## src/rtl/usart_status_params.svh

```systemverilog
`ifndef USART_STATUS_PARAMS_SVH
`define USART_STATUS_PARAMS_SVH
// ----------------------------------------
// status word bit positions
// ----------------------------------------
`define STAT_TX_BUF_FREE  0
`define STAT_RX_AVAIL     1
`define STAT_TX_ALL_SENT  2
`define STAT_PARITY_FAULT 3
`define STAT_OVERRUN      4
`define STAT_FRAME_FAULT  5
`define STAT_SYNC_FOUND   6
`define STAT_MODEM_READY  7
// ----------------------------------------
// command byte bit positions
// ----------------------------------------
`define CMD_TX_ENABLE     0
`define CMD_TERM_READY    1
`define CMD_RX_ENABLE     2
`define CMD_SEND_BREAK    3
`define CMD_ERROR_CLEAR   4
`define CMD_REQ_SEND      5
`define CMD_INT_RESET     6
`define CMD_ENTER_HUNT    7
// ----------------------------------------
// mode byte fields and reset values
// ----------------------------------------
`define MODE_BAUD_LSB     0
`define MODE_LEN_LSB      2
`define MODE_PAR_EN       4
`define MODE_PAR_EVEN     5
`define MODE_STOP_LSB     6
`define MODE_RESET        8'h00
`define CMD_RESET         8'h00
`endif

```

## src/rtl/usart_status_pkg.sv

```systemverilog
`default_nettype none
package usart_status_pkg;
	// host access phase: mode byte first, then commands
	typedef enum logic [0:0] {
		PH_MODE,
		PH_CMD
	} setup_phase_t;
	// character length codes
	typedef enum logic [1:0] {
		LEN5 = 2'h0,
		LEN6 = 2'h1,
		LEN7 = 2'h2,
		LEN8 = 2'h3
	} char_len_t;
endpackage
`default_nettype wire

```

## src/rtl/sticky_flag.sv

```systemverilog
`default_nettype none
// one sticky error bit: set wins over clear
module sticky_flag (
	input  wire logic clk_sys,
	input  wire logic reset,
	input  wire logic setEvent,
	input  wire logic clearCmd,
	output var  logic flag
);
	// ----------------------------------------
	// flag storage
	// ----------------------------------------
	always_ff @(posedge clk_sys) begin
		if (reset) begin
			flag <= 1'b0;
		end else if (setEvent) begin
			// a fault in the clear cycle must not vanish
			flag <= 1'b1;
		end else if (clearCmd) begin
			flag <= 1'b0;
		end
	end
endmodule
`default_nettype wire

```

## src/rtl/usart_status_access.sv

```systemverilog
// What this block does
// - Status read with select high, anytime
// - Rx-ready, tx-sent, sync bits mirror pins
// - Modem-ready bit is inverted low pin
// - Framing fault sets frame fault flag
// - Overrun sets overrun flag
// - Parity mismatch sets parity fault flag
// - Buffer-free bit tracks empty transmit buffer
// - Tx-ready pin needs empty, clear-to-send, enable
// - Mode 0xB6: async, 6 bits, even, 16x
// - Command 0x27 sets send, rx, terminal, tx
// - Request and terminal pins driven low
// - Unused upper receive bits read zero
// - Ready pins usable as interrupt lines
// - Error flags held until error-clear command
// - Status read clears sync flag only
`include "usart_status_params.svh"
`default_nettype none
module usart_status_access (
	input  wire logic                   clk_sys,
	input  wire logic                   reset,
	input  wire logic                   chipSelN,
	input  wire logic                   ctrlSel,
	input  wire logic                   readN,
	input  wire logic                   writeN,
	input  wire logic [7:0]             dataIn,
	output logic      [7:0]             dataOut,
	output logic                        dataOutEnN,
	input  wire logic                   modemReadyN,
	input  wire logic                   clearToSendN,
	input  wire logic                   txBufEmpty,
	input  wire logic                   txAllSentIn,
	input  wire logic                   rxCharStrobe,
	input  wire logic [7:0]             rxCharData,
	input  wire logic                   frameFaultEvt,
	input  wire logic                   parityFaultEvt,
	input  wire logic                   syncFoundEvt,
	output logic                        txLoadStrobe,
	output logic      [7:0]             txLoadData,
	output logic      [7:0]             modeByte,
	output logic      [7:0]             cmdByte,
	output logic                        tx_buffer_free,
	output logic                        rx_char_available,
	output logic                        tx_all_sent,
	output logic                        sync_found,
	output logic                        reqSendN,
	output logic                        termReadyN
);
	import usart_status_pkg::*;

	// ----------------------------------------
	// host strobes, taken on the active level's first cycle
	// ----------------------------------------
	logic                readDly_reg;   // read seen last cycle
	logic                writeDly_reg;  // write seen last cycle
	logic                rdAct;
	logic                wrAct;
	logic                rdStart;
	logic                wrStart;
	logic                statusRead;
	logic                dataRead;
	logic                cmdWrite;
	logic                dataWrite;
	setup_phase_t        phase_reg;     // expecting mode or command
	logic [7:0]          rxHold_reg;    // received character buffer
	logic                rxFull_reg;    // buffer holds unread char
	logic                overrunEvt;
	logic                errClear;
	logic                frameFlag;
	logic                overrunFlag;
	logic                parityFlag;
	logic                syncFlag_reg;  // internal sync flip-flop
	logic [7:0]          statusWord;
	logic [7:0]          rxMasked;
	logic [7:0]          dataOut_next;

	assign rdAct      = !chipSelN && !readN;
	assign wrAct      = !chipSelN && !writeN;
	assign rdStart    = rdAct && !readDly_reg;
	assign wrStart    = wrAct && !writeDly_reg;
	assign statusRead = rdStart && ctrlSel;
	assign dataRead   = rdStart && !ctrlSel;
	assign cmdWrite   = wrStart && ctrlSel && (phase_reg == PH_CMD);
	assign dataWrite  = wrStart && !ctrlSel;
	// error-clear only on a command write
	assign errClear   = cmdWrite && dataIn[`CMD_ERROR_CLEAR];
	assign overrunEvt = rxCharStrobe && rxFull_reg && !(dataRead);

	// ----------------------------------------
	// strobe edge history
	// ----------------------------------------
	always_ff @(posedge clk_sys) begin
		if (reset) begin
			readDly_reg  <= 1'b0;
			writeDly_reg <= 1'b0;
		end else begin
			readDly_reg  <= rdAct;
			writeDly_reg <= wrAct;
		end
	end

	// ----------------------------------------
	// mode and command registers
	// ----------------------------------------
	// first control write is the mode byte; internal reset returns to it
	always_ff @(posedge clk_sys) begin
		if (reset) begin
			phase_reg <= PH_MODE;
			modeByte  <= `MODE_RESET;
			cmdByte   <= `CMD_RESET;
		end else if (wrStart && ctrlSel) begin
			if (phase_reg == PH_MODE) begin
				// mode byte stored for framing engines
				modeByte  <= dataIn;
				phase_reg <= PH_CMD;
			end else if (dataIn[`CMD_INT_RESET]) begin
				// internal reset: back to mode phase
				phase_reg <= PH_MODE;
				cmdByte   <= `CMD_RESET;
			end else begin
				cmdByte <= dataIn;
			end
		end
	end

	// ----------------------------------------
	// modem control pins
	// ----------------------------------------
	always_ff @(posedge clk_sys) begin
		if (reset) begin
			reqSendN   <= 1'b1;
			termReadyN <= 1'b1;
		end else begin
			reqSendN   <= !cmdByte[`CMD_REQ_SEND];
			termReadyN <= !cmdByte[`CMD_TERM_READY];
		end
	end

	// ----------------------------------------
	// transmit load path
	// ----------------------------------------
	// no overwrite guard: host is trusted to poll buffer-free
	always_ff @(posedge clk_sys) begin
		if (reset) begin
			txLoadStrobe <= 1'b0;
			txLoadData   <= 8'h00;
		end else begin
			txLoadStrobe <= dataWrite;
			if (dataWrite) begin
				txLoadData <= dataIn;
			end
		end
	end

	// ----------------------------------------
	// receive buffer
	// ----------------------------------------
	always_ff @(posedge clk_sys) begin
		if (reset) begin
			rxFull_reg <= 1'b0;
			rxHold_reg <= 8'h00;
		end else if (rxCharStrobe) begin
			// newest char wins, older one destroyed
			rxFull_reg <= 1'b1;
			rxHold_reg <= rxCharData;
		end else if (dataRead) begin
			rxFull_reg <= 1'b0;
		end
	end

	// ----------------------------------------
	// sticky error flags
	// ----------------------------------------
	// frame fault flag
	sticky_flag u_frame (
		.clk_sys  (clk_sys),
		.reset    (reset),
		.setEvent (frameFaultEvt && cmdByte[`CMD_RX_ENABLE]),
		.clearCmd (errClear),
		.flag     (frameFlag)
	);
	sticky_flag u_overrun (
		.clk_sys  (clk_sys),
		.reset    (reset),
		.setEvent (overrunEvt && cmdByte[`CMD_RX_ENABLE]),
		.clearCmd (errClear),
		.flag     (overrunFlag)
	);
	sticky_flag u_parity (
		.clk_sys  (clk_sys),
		.reset    (reset),
		.setEvent (parityFaultEvt && cmdByte[`CMD_RX_ENABLE]),
		.clearCmd (errClear),
		.flag     (parityFlag)
	);

	// ----------------------------------------
	// sync detect flip-flop
	// ----------------------------------------
	always_ff @(posedge clk_sys) begin
		if (reset) begin
			syncFlag_reg <= 1'b0;
		end else if (syncFoundEvt) begin
			// detection beats a simultaneous status read
			syncFlag_reg <= 1'b1;
		end else if (statusRead) begin
			syncFlag_reg <= 1'b0;
		end
	end

	// ----------------------------------------
	// status pins
	// ----------------------------------------
	always_ff @(posedge clk_sys) begin
		if (reset) begin
			tx_buffer_free    <= 1'b0;
			rx_char_available <= 1'b0;
			tx_all_sent       <= 1'b0;
			sync_found        <= 1'b0;
		end else begin
			tx_buffer_free    <= txBufEmpty && !clearToSendN && cmdByte[`CMD_TX_ENABLE];
			rx_char_available <= rxFull_reg && cmdByte[`CMD_RX_ENABLE];
			tx_all_sent       <= txAllSentIn;
			sync_found        <= syncFlag_reg;
		end
	end

	// ----------------------------------------
	// status word and read data
	// ----------------------------------------
	always_comb begin
		statusWord = 8'h00;
		// buffer-free bit ignores cts and enable
		statusWord[`STAT_TX_BUF_FREE]  = txBufEmpty;
		statusWord[`STAT_RX_AVAIL]     = rx_char_available;
		statusWord[`STAT_TX_ALL_SENT]  = tx_all_sent;
		statusWord[`STAT_SYNC_FOUND]   = sync_found;
		statusWord[`STAT_PARITY_FAULT] = parityFlag;
		statusWord[`STAT_OVERRUN]      = overrunFlag;
		statusWord[`STAT_FRAME_FAULT]  = frameFlag;
		statusWord[`STAT_MODEM_READY]  = !modemReadyN;
	end

	// mask bits above the character length
	always_comb begin
		unique case (char_len_t'(modeByte[`MODE_LEN_LSB +: 2]))
			LEN5: rxMasked = rxHold_reg & 8'h1F;
			LEN6: rxMasked = rxHold_reg & 8'h3F;
			LEN7: rxMasked = rxHold_reg & 8'h7F;
			LEN8: rxMasked = rxHold_reg;
		endcase
	end

	always_comb begin
		dataOut_next = dataOut;
		if (rdStart) begin
			dataOut_next = ctrlSel ? statusWord : rxMasked;
		end
	end

	// read samples here; status read clears sync, data read empties rx buffer
	always_ff @(posedge clk_sys) begin
		if (reset) begin
			dataOut    <= 8'h00;
			dataOutEnN <= 1'b1;
		end else begin
			dataOut    <= dataOut_next;
			dataOutEnN <= !rdAct;
		end
	end

	// ----------------------------------------
	// checks
	// ----------------------------------------
	property p_txpin;
		@(posedge clk_sys) disable iff (reset)
		tx_buffer_free |-> $past(txBufEmpty && !clearToSendN && cmdByte[`CMD_TX_ENABLE]);
	endproperty
	a_txpin: assert property (p_txpin) else $error("tx ready pin without all conditions");

	property p_modem;
		@(posedge clk_sys) disable iff (reset)
		statusRead |=> dataOut[`STAT_MODEM_READY] == !$past(modemReadyN);
	endproperty
	a_modem: assert property (p_modem) else $error("modem bit not inverted pin");

	property p_bufree;
		@(posedge clk_sys) disable iff (reset)
		statusRead |=> dataOut[`STAT_TX_BUF_FREE] == $past(txBufEmpty);
	endproperty
	a_bufree: assert property (p_bufree) else $error("buffer-free bit wrong");

	property p_errhold;
		@(posedge clk_sys) disable iff (reset)
		frameFlag && !errClear |=> frameFlag;
	endproperty
	a_errhold: assert property (p_errhold) else $error("frame flag lost without clear");

	property p_frameset;
		@(posedge clk_sys) disable iff (reset)
		frameFaultEvt && cmdByte[`CMD_RX_ENABLE] |=> frameFlag;
	endproperty
	a_frameset: assert property (p_frameset) else $error("frame fault not flagged");

	property p_parset;
		@(posedge clk_sys) disable iff (reset)
		parityFaultEvt && cmdByte[`CMD_RX_ENABLE] |=> parityFlag;
	endproperty
	a_parset: assert property (p_parset) else $error("parity fault not flagged");

	property p_ovset;
		@(posedge clk_sys) disable iff (reset)
		rxCharStrobe && rxFull_reg && !dataRead && cmdByte[`CMD_RX_ENABLE] |=> overrunFlag;
	endproperty
	a_ovset: assert property (p_ovset) else $error("overrun not flagged");

	property p_syncclr;
		@(posedge clk_sys) disable iff (reset)
		statusRead && !syncFoundEvt |=> !syncFlag_reg ##1 !sync_found;
	endproperty
	a_syncclr: assert property (p_syncclr) else $error("sync flag survived status read");

	property p_rtspin;
		@(posedge clk_sys) disable iff (reset)
		cmdWrite && !dataIn[`CMD_INT_RESET] |=> ##1 reqSendN == !$past(dataIn[`CMD_REQ_SEND], 2);
	endproperty
	a_rtspin: assert property (p_rtspin) else $error("request pin not following command");

	property p_upper;
		@(posedge clk_sys) disable iff (reset)
		dataRead && modeByte[`MODE_LEN_LSB +: 2] == 2'h1 |=> dataOut[7:6] == 2'h0;
	endproperty
	a_upper: assert property (p_upper) else $error("upper receive bits not zero");
endmodule
`default_nettype wire

```

## config.mk

```make
export PLATFORM = sky130hd
export DESIGN_NAME = usart_status_access
export DESIGN_NICKNAME = d
export VERILOG_FILES = /design/src/rtl/usart_status_pkg.sv /design/src/rtl/sticky_flag.sv /design/src/rtl/usart_status_access.sv
export VERILOG_INCLUDE_DIRS = /design/src /design/src/rtl
export SDC_FILE = /design/constraint.sdc
export NUM_CORES = 1
export LEC_CHECK = 0
export ABC_AREA = 1
export BUFFER_PORTS_ARGS = -buffer_cell sky130_fd_sc_hd__buf_2
export CAP_MARGIN = 15
export CORE_UTILIZATION = 35
export CTS_CLUSTER_SIZE = 25
export DETAILED_ROUTE_END_ITERATION = 7
export PLACE_DENSITY = 0.62
export RECOVER_POWER = 25
export SETUP_SLACK_MARGIN = 0.4
export SYNTH_ARGS = -nofsm -noshare
export SYNTH_HDL_FRONTEND = slang
export SYNTH_SLANG_ARGS = --single-unit
```

## constraint.sdc

```tcl
create_clock -name clk_sys -period 3 [get_ports clk_sys]
set_clock_uncertainty 0.05 [all_clocks]
set_input_delay 0.9 -clock clk_sys [delete_from_list [all_inputs] [get_ports clk_sys]]
set_output_delay 0.9 -clock clk_sys [all_outputs]
set_load 0.01 [all_outputs]
```

# [Word level (Yosys, flattened, before mapping)]
# Index checks and enable logic that the tools add are counted.
# W data, S select, Z words.
[totals] ff_bits=56 latchBits=0 ram_bits=0 mem_bits_ro=0 input_bits=30 out_inout_bits=40 mem_count=0
[op_classes] addsub=0 n_mul=0 div_mod_pow=0 order_cmp=0 n_eq_ne=3 shifts=0 n_mux=13 bitwise=1 n_reduce_logical=38
[ops] op="$pmux W8 S4" count=1
[ops] op="$logic_and A1 B1 Y1" count=18
[ops] op="$mux W8" count=2
[ops] op="$logic_not A1 Y1" count=12
[ops] op="$mux W1" count=10
[ops] op="$reduce_bool A2 Y1" count=5
[ops] op="$eq A2 B2 Y1 const B" count=2
[ops] op="$reduce_and A2 Y1" count=2
[ops] op="$eq A2 B1 Y1 const B" count=1
[ops] op="$logic_not A2 Y1" count=1
[ops] op="$not A1 Y1" count=1

# [Logic depth before layout (Yosys ltp)]
[depth] ltp_word=8 depth_mapped=6 depth_no_buf=6

# [By module]
# A second synthesis with hierarchy kept.
[hier_totals] cells_unflattened=292 area_unflattened_um2=2179.6
[by_module_without_submodules] module="usart_status_access" instances=1 cells_per_inst=277 area_each_um2=2059.5
[by_module_without_submodules] module="sticky_flag" instances=3 cells_per_inst=5 area_each_um2=40.0

# [Least setup slack after synthesis]
# Ideal clock, no wire load.
[synth_timing] kind="input to register" from="input port ctrlSel" to="register cmdByte[3]" t_arrival_ps=1590 t_required_ps=2841 setup_slack_ps=1251 cell_stages=6 path_cell_list="buf_4 nand4_4 inv_2 or2_2 nand2_1 inv_1"
[synth_between] elab_chain_cells=2
[synth_rtl] item="start, declared" line_no="usart_status_access.sv:23" source="input wire logic ctrlSel,"
[synth_rtl] item="$logic_and A1 B1 Y1" line_no="usart_status_access.sv:111" source="end else if (wrStart && ctrlSel) begin"
[synth_rtl] item="$reduce_and A2 Y1 (no line)"
[synth_rtl] item="end signal, assigned" line_no="usart_status_access.sv:110" source="cmdByte <= `CMD_RESET;"
[synth_rtl] item="end signal, assigned" line_no="usart_status_access.sv:119" source="cmdByte <= `CMD_RESET;"
[synth_rtl] item="end signal, assigned" line_no="usart_status_access.sv:121" source="cmdByte <= dataIn;"
[synth_rtl] item="end, declared" line_no="usart_status_access.sv:41" source="output logic [7:0] cmdByte,"
# No other way between the ends.
# A chain may end at the register's enable or synchronous reset.

# [Final worst setup path]
[layout_timing] from="input port ctrlSel" to="register txLoadData[1]"
[layout_between] elab_chain_cells=2
[layout_rtl] item="$logic_not A1 Y1" line_no="usart_status_access.sv:84" source="assign dataWrite = wrStart && !ctrlSel;"
[layout_rtl] item="$logic_and A1 B1 Y1" line_no="usart_status_access.sv:84"
[layout_rtl] item="end signal, assigned" line_no="usart_status_access.sv:150" source="txLoadData <= dataIn;"
[layout_rtl] item="end, declared" line_no="usart_status_access.sv:39" source="output logic [7:0] txLoadData,"
# No other way between the ends.

==> impl_metrics.toml <==
[die]
die_y_um = 79.0
row_count = 27
core_um2 = 5610
die-area_um2 = 6240
fp.dieW_um = 79.0
ios = 70
start_util_pct = 37.0

[clock_tree]
cts_buffers = 5
clockBufferDepth = 2
cts_tree = "built"
ctsResizeCount = 0
clk_pin_slew_ns = 0.09
insertion_delay_ns = 0.30
clock-sinks = 55
cts_max_level = 2
cts_root_buf = "clkbuf_8"
hold_buffers = 0
post_cts_buffers = 0

[worst_setup_path]
required_ns = 3.18
crit_path_end_kind = "flop"
worstSetupPathType = "input port to flop"
arrival_ns = 2.37
cp_max_fo = 17
worstSetupStartpointType = "input port"

[routing]
drt-total-wl_um = 4690
routedWlPerCell_um = 11.9
ant_nets = 0
drt_pass1_iterations = 6
drt-initial-drc-count = 90
drc_errors = 0
vias = 1784
via_per_inst = 4.52

[sta]
slew_headroom_pct = 50.0
timing.fmax_mhz = 458
finalHoldViolations = 0
maxSlewViolCount = 0
setup_tns_ns = 0
period_needed_ns = 2.18
finalSetupViolations = 0
fin_ws_ns = 0.815
rsz0062_at_grt = "false"
worst_slew_pin_slew_ns = 0.750
final.period_utilization_pct = 72.8

[job]
drv_cap = 0

[pwr]
power_leakage_nw = 1.17
cellPowerDensity_nw_per_um2 = 521
ir_drop_v = 0.000165
power_mw = 1.31

[status]
run_status = "finished clean"

[synthesis]
synth_top_area_share_pct = 53.1
ys_async_sr_fraction_pct = 0
synth.distinct_cells = 26
netlist_instances = 257
synth_area_leaders = "dfxtp_1, a21oi_1, o21ai_0, nand2_1, inv_1"
ys_ff_latch = 55
synth_top_area_cell = "dfxtp_1"
ys_warn_count = 0
synth_area_um2 = 2070
synth_edf_count = 0
syn_nets = 287
ys_seq_area_share_pct = 53.1
syn-mean-instance-area_um2 = 8.07
synthFlopType = "dfxtp_1"

[final_layout]
fin_nets = 353
multi_input_area_um2 = 734
area_delta_synth_final_pct = 20.9
stdcell_area_um2 = 2510
drive_above_1_share_pct = 24.8
diodes = 0
seq_area_um2 = 1100
n_fill_cell = 606

[global_routing]
overflow = 0
antenna_found_initial = 0
grt_pass1_vias = 1634
grt_usage_pct = 16.4
grt_pass1_wl_um = 7960
grt_max_degree = 27

[placement]
io_buffer_count = 68
gp_congestion = 0.808
pre_cts_ws_ns = 0.931
dpl-instance-area_um2 = 2450
hpwl_um = 3450

[hold_path]
hp-class = "flop to flop"
==> path summary, 6_finish.rpt <==
check,from,end,slack (ns),cells past startpoint
worst max-delay path,ctrlSel,txLoadData[1],0.82,5
worst min-delay path,cmdByte[5],reqSendN,0.37,1
worst max register to register,readDly_reg,u_overrun.flag,1.60,5
worst min register to register,cmdByte[5],reqSendN,0.37,1
==> cell type report <==
type	instances	area share (%)
tap	72	3.59
clock inverter	1	0.200
sequential	55	43.9
inverter	40	5.99
multi-input combinational	152	29.3
timing repair buffer	69	13.7
clock buffer	6	3.29
==> logic make-up (layout without fill, tap and decap cells) <==
| kind of cell | count (synthesis) | in the layout | synth area share [%] |
|---|---|---|---|
| other | 1 | 1 | 0.181 |
| flip-flops | 55 | 55 | 53.1 |
| buffers and inverters | 50 | 116 | 10.1 |
| AND/OR/NAND/NOR | 78 | 78 | 18.3 |
| AO/OA/AOI/OAI | 73 | 73 | 18.2 |
==> critical path, cell delays in order <==
cell and delay, ns:
clkbuf_1 0.55, inv_1 0.30, nand3_2 0.33, o21ai_0 0.13, a21oi_1 0.15
==> layer usage <==
| metal | track usage, % | wire length [µm] | vias to the layer above |
|---|---|---|---|
| li1 | - | - | 951 |
| met2 | 23.4 | 2010 | 42 |
| met1 | 24.4 | 2440 | 787 |
| met5 | 0 | 0 | - |
| met3 | 3.22 | 190 | 4 |
| met4 | 5.45 | 48 | 0 |
==> stage by stage <==
| stage | instances | util (%) | hold slack, ns |
|---|---|---|---|
| floorplan | 257 | - | 0.347 |
| global placement | 388 | 43.7 | 0.348 |
| detailed placement | 388 | 43.7 | 0.346 |
| CTS | 395 | 45.3 | 0.368 |
| global route | 395 | 44.7 | 0.392 |
| finish | 395 | 44.7 | 0.368 |
==> where the power goes <==
part	internal [mW]	switching [mW]
Clock	0.182	0.223
Sequential	0.758	0.0121
Combinational	0.0483	0.0819
==> cell usage after synthesis, types with 2 or more instances <==
cell      number
a21oi_1       33
buf_2          2
buf_4          3
clkbuf_1       3
dfxtp_1       55
inv_1         37
inv_2          3
nand2_1       40
nand3_1        6
nand4_4        2
nor2_1        21
o21ai_0       32
o21ai_1        3
o21bai_1       3
or2_2          3
==> placed cells by master (no fill, tap or decap), drive strengths merged <==
cell    netlist  layout
a21oi        33      33
nand4         3       3
o21bai        3       3
o21ai        35      35
conb          1       1
inv          40      40
clkbuf        4       9
dfxtp        55      55
nand2        40      40
clkinv        0       1
a22oi         1       1
nand3b        1       1
nand3         7       7
or2           3       3
o31ai         1       1
nor3          1       1
buf           6      66
nor2         22      22
nor3b         1       1
No activity file was read; power rests on OpenSTA's default activity.
